## src/csr_defines.svh

```systemverilog
// constants for the control/status register and threshold programming block
`ifndef CSR_DEFINES_SVH
`define CSR_DEFINES_SVH

// =====================================================================
// bus addresses
`define CSR_DEV_WRITE 8'ha4
`define CSR_DEV_READ 8'ha5
`define CSR_DEV_TRIP 8'ha0
`define CSR_REG_OFFSET 8'hff
`define CSR_TRIP2_RAISE 8'h09
`define CSR_TRIP3_RAISE 8'h0d
`define CSR_TRIP2_RESET 8'h0b
`define CSR_TRIP3_RESET 8'h0f
`define CSR_TRIP_DATA 8'h00
`define CSR_WEL_SET 8'h02

// =====================================================================
// register field positions
`define CSR_BIT_FLAG2 6
`define CSR_BIT_FLAG3 5
`define CSR_BIT_LOCK 3
`define CSR_BIT_REG_WRITE_ENABLE_LATCH 2
`define CSR_BIT_WEL 1

// =====================================================================
// reset values
`define CSR_RST_WEL 1'b0
`define CSR_RST_REG_WRITE_ENABLE_LATCH 1'b0
`define CSR_RST_FLAG 1'b0
`define CSR_RST_LOCK 1'b0

// =====================================================================
// timing
`define CSR_NV_WRITE_MS 5
`define CSR_CLK_MHZ 250

`endif

```

## src/csr_pkg.sv

```systemverilog
// types for the control/status register and threshold programming block
package csr_pkg;

  // =====================================================================
  // bus phase of the serial slave
  typedef enum logic [2:0] {
    PH_IDLE  = 3'b000,
    PH_DEV   = 3'b001,
    PH_ADDR  = 3'b010,
    PH_DATA  = 3'b011,
    PH_EXTRA = 3'b100,
    PH_READ  = 3'b101,
    PH_SKIP  = 3'b110
  } phase_t;

  // threshold operation in progress
  typedef struct packed {
    logic active;
    logic mon3;
    logic reset;
  } trip_op_t;

  // two-stage synchroniser plus history stage
  typedef struct packed {
    logic s1;
    logic s2;
    logic s3;
  } sync_t;

  // whole state of the block
  typedef struct packed {
    sync_t scl;
    sync_t sda;
    sync_t wp;
    sync_t prog;
    sync_t above2;
    sync_t above3;
    logic init_done;
    phase_t phase;
    phase_t next_phase;
    logic [3:0] cnt;
    logic [7:0] rx;
    logic [7:0] tx;
    logic oe;
    logic ack;
    logic mode_trip;
    logic [7:0] trip_addr;
    logic pending;
    logic [7:0] pend_byte;
    logic write_enable_latch;
    logic reg_write_enable_latch;
    logic lock;
    logic lock_new;
    logic flag2;
    logic flag3;
    logic trip2;
    logic trip3;
    logic busy;
    logic [31:0] nv_cnt;
    trip_op_t trip_op;
    logic trip_strobe;
  } state_t;

endpackage : csr_pkg

```

## src/ctrl_status_reg_protect_and_trip_prog.sv

```systemverilog
// serial slave for the control/status register, write protection and threshold programming
`timescale 1ns/1ps
`include "csr_defines.svh"

// Notes on behaviour
// - register reached by slave address 1010010 then address byte FFh.
// - only one data byte; a further byte is not acknowledged and aborts the write.
// - stop after a third-step byte with bit 2 clear starts the nonvolatile lock store.
// - writing 02h sets the write enable latch, volatile, no delay.
// - writing 06h sets both latches; needed before a nonvolatile update.
// - third step byte 0xy0t010 updates both monitor flags and the lock.
// - nonvolatile cycle lasts 5 ms, then clears the register write latch.
// - bit 2 set in third step keeps register latch set, lock untouched.
// - lock writes ignored while the write protect pin is high.
// - read uses slave byte 10100101 and address FFh, one byte returned.
// - slave goes idle after the first read byte; master still stops.
// - a register read never disturbs the latches or the write sequence.
// - reserved bits 7, 4 and 0 always read as zero.
// - protect pin blocks register and pot nonvolatile writes; lock blocks pot writes.
// - nonvolatile cycle starts only after a correct clock count before stop.
// - monitor 2 trip output rises above threshold and clears its flag.
// - monitor 3 trip output rises above threshold and clears its flag.
// - raise threshold: program voltage, A0h, 09h or 0Dh, data 00h, stop.
// - reset threshold: program voltage, A0h, 0Bh or 0Fh, data 00h, stop.
// - threshold writes need no write enable latch.
// - writes other than 02h with the write enable latch clear abort without data acknowledge.
// - flags start at zero, set only while trip high, clear when low.
// - volatile bits power up zero; the lock keeps its stored value.
module ctrl_status_reg_protect_and_trip_prog #(
  parameter int NV_WRITE_CYCLES = `CSR_NV_WRITE_MS * 1000 * `CSR_CLK_MHZ
) (
  input wire logic CLK,
  input wire logic SYS_RST,
  input wire logic SCL,
  input wire logic SDA_IN,
  output logic SDA_OUT,
  output logic SDA_OE,
  input wire logic WP_HIGH,
  input wire logic WP_PROG,
  input wire logic MON2_ABOVE,
  input wire logic MON3_ABOVE,
  input wire logic LOCK_STORED,
  output logic MON2_TRIP_OUTPUT,
  output logic MON3_TRIP_OUTPUT,
  output logic WIPER_WRITE_LOCK,
  output logic POT_VOL_WRITE_OK,
  output logic POT_NV_WRITE_OK,
  output logic NV_BUSY,
  output logic TRIP_PROG_STROBE,
  output logic TRIP_PROG_ACTIVE,
  output logic TRIP_PROG_MON3,
  output logic TRIP_PROG_RESET
);

  // =====================================================================
  // state
  // one packed struct holds every flip-flop of the block
  csr_pkg::state_t st_q;
  csr_pkg::state_t st_d;

  // decoded bus events, received byte and register image
  logic scl_rise;
  logic scl_fall;
  logic bus_start;
  logic bus_stop;
  logic [7:0] byte_in;
  logic [7:0] reg_view;
  logic prog_fall;

  // true for one of the four threshold byte addresses
  function automatic logic is_trip_addr(input logic [7:0] a);
    is_trip_addr = (a == `CSR_TRIP2_RAISE) || (a == `CSR_TRIP3_RAISE) ||
                   (a == `CSR_TRIP2_RESET) || (a == `CSR_TRIP3_RESET);
  endfunction : is_trip_addr

  // true when a threshold address targets monitor 3
  function automatic logic is_mon3_addr(input logic [7:0] a);
    is_mon3_addr = (a == `CSR_TRIP3_RAISE) || (a == `CSR_TRIP3_RESET);
  endfunction : is_mon3_addr

  // true when a threshold address asks for the nominal reset level
  function automatic logic is_reset_addr(input logic [7:0] a);
    is_reset_addr = (a == `CSR_TRIP2_RESET) || (a == `CSR_TRIP3_RESET);
  endfunction : is_reset_addr

  // true for a register data byte the slave may take
  function automatic logic reg_write_ok(input logic en, input logic prot, input logic [7:0] b);
    // the enable byte itself must pass while the latch is still clear
    reg_write_ok = (en || b == `CSR_WEL_SET) && !prot;
  endfunction : reg_write_ok

  // true while the slave follows the bit clock
  function automatic logic is_listening(input csr_pkg::phase_t p);
    is_listening = (p != csr_pkg::PH_IDLE) && (p != csr_pkg::PH_SKIP);
  endfunction : is_listening

  // =====================================================================
  // edges and conditions seen on the synchronised pins
  // every pin is seen two clocks late; the third stage is history only
  assign scl_rise = st_q.scl.s2 & ~st_q.scl.s3;
  assign scl_fall = ~st_q.scl.s2 & st_q.scl.s3;
  assign bus_start = st_q.scl.s2 & st_q.scl.s3 & ~st_q.sda.s2 & st_q.sda.s3;
  assign bus_stop = st_q.scl.s2 & st_q.scl.s3 & st_q.sda.s2 & ~st_q.sda.s3;
  assign byte_in = {st_q.rx[6:0], st_q.sda.s2};
  assign prog_fall = ~st_q.prog.s2 & st_q.prog.s3;

  // register image with reserved bits forced low
  // (whatever the master wrote to them, they read back as zero)
  always_comb begin
    reg_view = 8'h00;
    reg_view[`CSR_BIT_FLAG2] = st_q.flag2;
    reg_view[`CSR_BIT_FLAG3] = st_q.flag3;
    reg_view[`CSR_BIT_LOCK] = st_q.lock;
    reg_view[`CSR_BIT_REG_WRITE_ENABLE_LATCH] = st_q.reg_write_enable_latch;
    reg_view[`CSR_BIT_WEL] = st_q.write_enable_latch;
  end

  // =====================================================================
  // next state
  always_comb begin
    // hold everything by default; the strobe is a one-cycle pulse
    st_d = st_q;
    st_d.trip_strobe = 1'b0;

    // pin synchronisers
    // only the second stage reads the first
    st_d.scl = '{s1: SCL, s2: st_q.scl.s1, s3: st_q.scl.s2};
    st_d.sda = '{s1: SDA_IN, s2: st_q.sda.s1, s3: st_q.sda.s2};
    st_d.wp = '{s1: WP_HIGH, s2: st_q.wp.s1, s3: st_q.wp.s2};
    st_d.prog = '{s1: WP_PROG, s2: st_q.prog.s1, s3: st_q.prog.s2};
    st_d.above2 = '{s1: MON2_ABOVE, s2: st_q.above2.s1, s3: st_q.above2.s2};
    st_d.above3 = '{s1: MON3_ABOVE, s2: st_q.above3.s1, s3: st_q.above3.s2};

    // stored lock value caught once after reset release
    // (reset clears the lock along with the volatile bits; the lock then comes from storage)
    if (!st_q.init_done) begin
      st_d.init_done = 1'b1;
      st_d.lock = LOCK_STORED;
    end

    // monitor outputs follow the comparators
    // a flag also clears on the rising trip edge, so a write that lands
    // in that cycle sees the old low trip and cannot leave a stale flag
    st_d.trip2 = st_q.above2.s2;
    st_d.trip3 = st_q.above3.s2;
    if ((st_q.above2.s2 & ~st_q.trip2) | ~st_q.trip2) begin
      st_d.flag2 = 1'b0;
    end
    if ((st_q.above3.s2 & ~st_q.trip3) | ~st_q.trip3) begin
      st_d.flag3 = 1'b0;
    end

    // nonvolatile cycle timer
    // the lock only changes at the end, so WIPER_WRITE_LOCK keeps the old
    // value during the cycle; no bus transfer is taken while it runs
    if (st_q.busy) begin
      if (st_q.nv_cnt <= 32'd1) begin
        // last cycle: free the bus and store the new lock
        st_d.busy = 1'b0;
        st_d.reg_write_enable_latch = 1'b0;
        st_d.lock = st_q.lock_new;
      end else begin
        st_d.nv_cnt = st_q.nv_cnt - 32'd1;
      end
    end

    // threshold operation completes when the program voltage is removed
    // the operation stays active for the whole programming window
    if (st_q.trip_op.active && prog_fall) begin
      st_d.trip_op.active = 1'b0;
    end

    // start, stop and bit clocking
    // a start or repeated start drops any pending write
    // a stop ends every frame and commits only a clean one
    if (bus_start) begin
      st_d.phase = csr_pkg::PH_DEV;
      st_d.cnt = 4'd0;
      st_d.oe = 1'b0;
      st_d.pending = 1'b0;
    end else if (bus_stop) begin
      // commit only on a complete, clean frame; the rising clock of the
      // stop itself is counted, so a clean frame ends with the count at one
      if (st_q.pending && st_q.phase == csr_pkg::PH_EXTRA && st_q.cnt == 4'd1) begin
        if (st_q.mode_trip) begin
          // threshold write: one strobe, then active until the voltage drops
          st_d.trip_strobe = 1'b1;
          st_d.trip_op.active = 1'b1;
          st_d.trip_op.mon3 = is_mon3_addr(st_q.trip_addr);
          st_d.trip_op.reset = is_reset_addr(st_q.trip_addr);
        end else if (!st_q.reg_write_enable_latch) begin
          // volatile step: enable latches only
          // 02h sets the enable latch alone, 06h sets both
          st_d.write_enable_latch = st_q.pend_byte[`CSR_BIT_WEL];
          st_d.reg_write_enable_latch = st_q.pend_byte[`CSR_BIT_REG_WRITE_ENABLE_LATCH] & st_q.pend_byte[`CSR_BIT_WEL];
        end else begin
          // third step: flags, then lock store unless bit 2 holds the latch
          // a flag can only be set while its trip output stands high
          st_d.write_enable_latch = st_q.pend_byte[`CSR_BIT_WEL];
          st_d.flag2 = st_q.pend_byte[`CSR_BIT_FLAG2] & st_q.trip2;
          st_d.flag3 = st_q.pend_byte[`CSR_BIT_FLAG3] & st_q.trip3;
          if (st_q.pend_byte[`CSR_BIT_REG_WRITE_ENABLE_LATCH]) begin
            st_d.reg_write_enable_latch = 1'b1;
          end else if (!st_q.wp.s2) begin
            // lock store runs only with the protect pin low
            st_d.lock_new = st_q.pend_byte[`CSR_BIT_LOCK];
            st_d.busy = 1'b1;
            st_d.nv_cnt = 32'(NV_WRITE_CYCLES);
          end
        end
      end
      st_d.phase = csr_pkg::PH_IDLE;
      st_d.pending = 1'b0;
      st_d.oe = 1'b0;
    end else if (is_listening(st_q.phase)) begin
      // sample on the synchronised rising clock, count every clock
      if (scl_rise) begin
        st_d.cnt = st_q.cnt + 4'd1;
        if (st_q.cnt < 4'd8) begin
          st_d.rx = byte_in;
          if (st_q.phase == csr_pkg::PH_READ) begin
            st_d.tx = {st_q.tx[6:0], 1'b0};
          end
        end

        // decide the answer on the eighth bit
        // ack stays low for any byte that no branch takes
        if (st_q.cnt == 4'd7) begin
          st_d.ack = 1'b0;
          st_d.next_phase = csr_pkg::PH_SKIP;
          case (st_q.phase)
            csr_pkg::PH_DEV: begin
              // a busy slave refuses every device byte
              if (!st_q.busy) begin
                if (byte_in == `CSR_DEV_WRITE) begin
                  st_d.ack = 1'b1;
                  st_d.mode_trip = 1'b0;
                  st_d.next_phase = csr_pkg::PH_ADDR;
                end else if (byte_in == `CSR_DEV_READ) begin
                  st_d.ack = 1'b1;
                  st_d.next_phase = csr_pkg::PH_READ;
                end else if (byte_in == `CSR_DEV_TRIP) begin
                  st_d.ack = 1'b1;
                  st_d.mode_trip = 1'b1;
                  st_d.next_phase = csr_pkg::PH_ADDR;
                end
              end
            end
            csr_pkg::PH_ADDR: begin
              // register offset for a slave byte, or one of four threshold cells
              if (!st_q.mode_trip && byte_in == `CSR_REG_OFFSET) begin
                st_d.ack = 1'b1;
                st_d.next_phase = csr_pkg::PH_DATA;
              end else if (st_q.mode_trip && is_trip_addr(byte_in)) begin
                st_d.ack = 1'b1;
                st_d.trip_addr = byte_in;
                st_d.next_phase = csr_pkg::PH_DATA;
              end
            end
            csr_pkg::PH_DATA: begin
              // threshold data needs the program voltage, not the enable latch
              if (st_q.mode_trip) begin
                if (st_q.prog.s2 && byte_in == `CSR_TRIP_DATA) begin
                  st_d.ack = 1'b1;
                  st_d.pending = 1'b1;
                  st_d.next_phase = csr_pkg::PH_EXTRA;
                end
              end else if (reg_write_ok(st_q.write_enable_latch, st_q.wp.s2, byte_in)) begin
                st_d.ack = 1'b1;
                st_d.pending = 1'b1;
                st_d.pend_byte = byte_in;
                st_d.next_phase = csr_pkg::PH_EXTRA;
              end
            end
            csr_pkg::PH_EXTRA: begin
              // a second data byte is refused and drops the write
              st_d.pending = 1'b0;
            end
            default: begin
              // a read returns one byte, then the slave goes idle
              st_d.next_phase = csr_pkg::PH_SKIP;
            end
          endcase
        end
      end else if (scl_fall) begin
        // falling clock: drive or release the data line
        if (st_q.cnt == 4'd8) begin
          // acknowledge slot, master answers in read
          // the answer was decided on the eighth rising clock
          st_d.oe = (st_q.phase == csr_pkg::PH_READ) ? 1'b0 : st_q.ack;
        end else if (st_q.cnt == 4'd9) begin
          // end of the slot: move on, and load the image for a read
          st_d.cnt = 4'd0;
          st_d.phase = st_q.next_phase;
          st_d.oe = 1'b0;
          if (st_q.next_phase == csr_pkg::PH_READ) begin
            st_d.tx = reg_view;
            st_d.oe = ~reg_view[7];
          end
        end else if (st_q.phase == csr_pkg::PH_READ && st_q.cnt != 4'd0) begin
          // next read bit, most significant first
          st_d.oe = ~st_q.tx[7];
        end
      end
    end
  end

  // =====================================================================
  // state register
  // volatile bits clear; the bus lines idle high in the synchronisers
  always_ff @(posedge CLK or posedge SYS_RST) begin
    if (SYS_RST) begin
      st_q <= '0;
      st_q.write_enable_latch <= `CSR_RST_WEL;
      st_q.reg_write_enable_latch <= `CSR_RST_REG_WRITE_ENABLE_LATCH;
      st_q.flag2 <= `CSR_RST_FLAG;
      st_q.flag3 <= `CSR_RST_FLAG;
      st_q.lock <= `CSR_RST_LOCK;
      st_q.scl <= 3'b111;
      st_q.sda <= 3'b111;
      st_q.phase <= csr_pkg::PH_IDLE;
      st_q.next_phase <= csr_pkg::PH_IDLE;
    end else begin
      st_q <= st_d;
    end
  end

  // =====================================================================
  // outputs
  // permissions are levels for the pot datapath outside this block
  // open drain data: the line is pulled low or released, never driven high
  assign SDA_OUT = 1'b0; // open drain, low only
  assign SDA_OE = st_q.oe;
  assign MON2_TRIP_OUTPUT = st_q.trip2;
  assign MON3_TRIP_OUTPUT = st_q.trip3;
  assign WIPER_WRITE_LOCK = st_q.lock;
  assign POT_VOL_WRITE_OK = st_q.write_enable_latch & ~st_q.lock;
  assign POT_NV_WRITE_OK = st_q.write_enable_latch & ~st_q.lock & ~st_q.wp.s2;
  assign NV_BUSY = st_q.busy;
  assign TRIP_PROG_STROBE = st_q.trip_strobe;
  assign TRIP_PROG_ACTIVE = st_q.trip_op.active;
  assign TRIP_PROG_MON3 = st_q.trip_op.mon3;
  assign TRIP_PROG_RESET = st_q.trip_op.reset;

endmodule : ctrl_status_reg_protect_and_trip_prog

```

## config.mk

```make
export PLATFORM = sky130hd
export DESIGN_NAME = ctrl_status_reg_protect_and_trip_prog
export DESIGN_NICKNAME = d
export VERILOG_FILES = /design/src/csr_pkg.sv /design/src/ctrl_status_reg_protect_and_trip_prog.sv
export VERILOG_INCLUDE_DIRS = /design/src
export SDC_FILE = /design/constraint.sdc
export NUM_CORES = 1
export LEC_CHECK = 0
export ABC_AREA = 1
export BUFFER_PORTS_ARGS = -buffer_cell sky130_fd_sc_hd__buf_4
export CORE_MARGIN = 3
export CORE_UTILIZATION = 30
export DETAILED_ROUTE_END_ITERATION = 10
export PLACE_DENSITY_LB_ADDON = 0.1
export SLEW_MARGIN = 0
export SYNTH_ARGS = -nofsm -noshare
export SYNTH_HDL_FRONTEND = slang
export SYNTH_SLANG_ARGS = --single-unit
```

## constraint.sdc

```tcl
create_clock -name CLK -period 3.86 [get_ports CLK]
set_clock_uncertainty 0.1 [all_clocks]
set_input_delay 0.772 -clock CLK [delete_from_list [all_inputs] [get_ports CLK]]
set_output_delay 0.772 -clock CLK [all_outputs]
set_load 0.02 [all_outputs]
```

==> summary.md <==
| Metric | Value |
|---|---|
| Post-Route WL | 13600 um |
| Critical register-to-register path startpoint | NV_BUSY$_DFF_PP0_ |
| Asr flop ratio synth | 1.00 |
| Type of destination of the critical path | flip-flop |
| Launching element type of the critical path | flip-flop |
| Setup slack of the most critical reg-to-reg path | 1.25 ns |
| Min-Delay Startpoint | st_d[38]$_DFF_PP0_ |
| IO Count | 21 |
| Power dissipated by switching net loads | 0.517 mW |
| Clock-pin transition on the worst setup and hold timing paths | 0.08 ns |
| Register Area | 2560 um2 |
| Area Overhead vs Synth | 12.3% |
| Total of warnings raised by yosys | 0 |
| Remaining antenna violation count | 0 |
| Initial antenna violation count | 0 |
| Time the worst path needs with I/O delays and setup | 2.61 ns |
| Ranking of synthesized cells by area | dfrtp_1, nand2_1, nor2_1 |
| Placed Instance Area | 5890 um2 |
| Worst flop-to-flop path endpoint | st_q[8]$_DFF_PP0_ |
| Via count of the first global-routing pass | 4658 |
| Sw Ratio | 0.235 |
| Max-cap violations | 0 |
| Via count | 4575 |
| Top-area cell type share of the netlist area | 0.434 |
| Commonest register cell after synthesis | dfrtp_1 |
| Mean instance size in the synthesized netlist | 7.73 um2 |
| Share of power burned in registers | 0.501 |
| TritonCTS Sinks | 102 |
| Initial core utilization | 0.307 |
| Peak Freq | 0.383 GHz |
| Slew Viols, Final | 0 |
| Netlist cell types | 48 |
| Final core utilization | 0.345 |
| Comb power frac | 0.044 |
| Final Hold Viols | 0 |
| Post-synth EDFFs | 0 |
| Post-CTS resize count | 0 |
| Global-route wire length before repair | 23500 um |
| Die Footprint | 20100 um2 |
| Cell count after synthesis | 716 |
| Total congestion overflow | 0 |
| Antenna cell count | 0 |
| Setup fix buffers added after clock tree synthesis | 0 |
| Max FO, Critical Path | 28 |
| Transition at the pin with the smallest max-transition slack | 0.744 ns |
| Core Box Area | 18000 um2 |
| Clock tree from TritonCTS | built |
| Total number of nets in the final design | 752 |
| Run status | complete, no violations |
| Cell area after synthesis | 5530 um2 |
| Inserted Clock Buffers | 9 |
| Starting DRT DRC Count | 239 |
| Maximum buffer depth of the clock tree | 2 |
| Post-detailed-route via-to-cell ratio | 4.72 |
| Final design instance area without fill | 6210 um2 |
| Commonest non-fill, non-tap cells in the layout | nand2_1, nor2_1, dfrtp_1 |
| Cell taking the most area after synthesis | dfrtp_1 |
| Core Rows | 49 |
| Kind of critical path | flip-flop to flip-flop |
| Fin cells | 969 |
| Largest net degree at the start of global routing | 58 |
| Post-synth net total | 733 |
| Die height | 142 um |
| Hold Crit Class | flip-flop to flip-flop |
| Crit path arrival time | 2.75 ns |
| Launching instance or port of the critical path | NV_BUSY$_DFF_PP0_ |
| Setup repair after global routing missed its margin | false |
| Post-detailed-route DRC marker count | 0 |
| IO buf count | 19 |
| Commonest non-fill, non-tap cell in the layout | nand2_1 |
| Iteration count of the initial detailed-routing pass | 4 |
| WL per Instance | 14.1 um |
| Setup violations, final | 0 |
| Count of state elements after synthesis | 102 |
| PwrDens | 355 nW/um2 |
| Worst hold endpoint | MON2_TRIP_OUTPUT$_DFF_PP0_ |
| Share of post-route cells with drive strength above 1 | 0.136 |
| Clk Latency, worst-skew pair | 0.35 ns |
| Worst hold path stage count | 0 |
| Sequential element share of the synthesized area | 0.463 |
| Setup TNS | 0 ns |
| Final period util | 0.676 |
| Share of power burned in the clock network | 0.456 |
| Placed Instances | 953 |
| Leakage power | 3.22 nW |
| Max H-tree Level | 3 |
| Worst r2r path cells | 5 |
| Total of hold buffers inserted after clock tree synthesis | 0 |
| Die outline width | 142 um |
| Required @ worst endpoint | 4.00 ns |
| IR Drop Worst-Case VDD | 0.232 mV |
| Global-route usage over all layers | 0.145 |
| Internal | 1.69 mW |
| Relative slew slack | 0.504 |
| Filler cell count in the final layout | 1960 |
| Area taken by multi-input logic gates | 2500 um2 |
| Master cell of the clock root buffer | clkbuf_16 |
| Placer's final routability congestion estimate | 0.867 |
| Post-detailed-placement half-perimeter wirelength | 10000 um |
-- how the worst max path moves through the flow --
stage	to	depth (start not counted)	slack, ns
floorplan	MON2_TRIP_OUTPUT$_DFF_PP0_	1	0.32
global placement	st_q[8]$_DFF_PP0_	5	1.14
detailed placement	st_q[8]$_DFF_PP0_	5	1.19
CTS	st_q[8]$_DFF_PP0_	5	1.17
global route	st_q[25]$_DFF_PP0_	6	0.96
finish	st_q[8]$_DFF_PP0_	5	1.25
-- worst max-delay path, stage by stage (launching register included) --
cell	delay (ns)
dfrtp_1	0.81
clkinv_1	0.57
nor2_4	0.71
nand3_1	0.15
nand2_1	0.09
nand2_1	0.05
-- logic make-up (layout without fill, tap and decap cells) --
logic type / after synthesis / after routing / synth area share
other cells: 2 / 2 / 0.00136
fa+ha+maj: 8 / 8 / 0.0181
compound gates: 73 / 73 / 0.0851
mux: 2 / 2 / 0.00385
flops: 102 / 102 / 0.463
simple gates: 413 / 413 / 0.337
buf+inv: 112 / 136 / 0.0853
xor+xnor: 4 / 4 / 0.00633
-- per-layer routing --
metal / wire, um / vias to the layer above / global-route usage / part of all wire
li1: - / 2328 / - / -
met1: 7120 / 2174 / 0.208 / 0.52
met2: 5960 / 58 / 0.224 / 0.44
met3: 347 / 15 / 0.0222 / 0.025
met4: 204 / 0 / 0.0480 / 0.015
met5: 0 / - / 0 / 0
-- power groups by stage --
stage,clock network [mW],logic [mW],registers (mW)
floorplan,0,0.0629,1.12
global placement,0,0.0978,1.13
detailed placement,0,0.0985,1.13
CTS,1.05,0.0989,1.10
global route,1.08,0.111,1.11
finish,1.00,0.0961,1.10
-- state kept, by name, indices dropped and copies added, names as in the netlist --
name and flops:
TRIP_PROG_RESET 1, st_d 11, MON2_TRIP_OUTPUT 1, st_q 70
SDA_OE 1, TRIP_PROG_STROBE 1, TRIP_PROG_MON3 1, MON3_TRIP_OUTPUT 1
NV_BUSY 1, WIPER_WRITE_LOCK 1, reg_view 4, TRIP_PROG_ACTIVE 1
byte_in 8
-- layout make-up --
class / count / area share
flip-flops and latches: 102 / 0.412
multi-input cells: 502 / 0.403
inverters: 100 / 0.0611
well taps: 229 / 0.0461
clock buffers: 9 / 0.0363
repair buffers: 20 / 0.0262
clock inverters: 7 / 0.0155
-- through the flow --
stage | hold WS, ns | setup WS [ns] | power, mW
finish | 0.253 | 1.25 | 2.20
global route | 0.262 | 0.959 | 2.30
CTS | 0.257 | 1.17 | 2.25
detailed placement | 0.240 | 1.19 | 1.22
global placement | 0.233 | 1.14 | 1.22
floorplan | 0.231 | 0.322 | 1.19
-- cells in the mapped netlist, types with 2 or more instances --
library cell  number
inv_1             94
a21oi_2            3
nor3_2             2
xor2_1             3
inv_2              4
nor2_2            12
o22ai_1            5
nand2_1          168
buf_4              2
nand4_1           17
a21oi_1           13
dfstp_2            6
conb_1             2
nor3_1            21
nor2_4             5
ha_1               8
dfrtp_1           96
nand2_2            8
o21ai_2           13
nand3_1           54
nand3b_1           5
a31oi_1            2
buf_2              4
a32oi_1            4
nand3_2            6
buf_6              5
nor2_1           108
o21ai_1            5
o21ai_0           22
No activity file was read; power rests on OpenSTA's default activity.
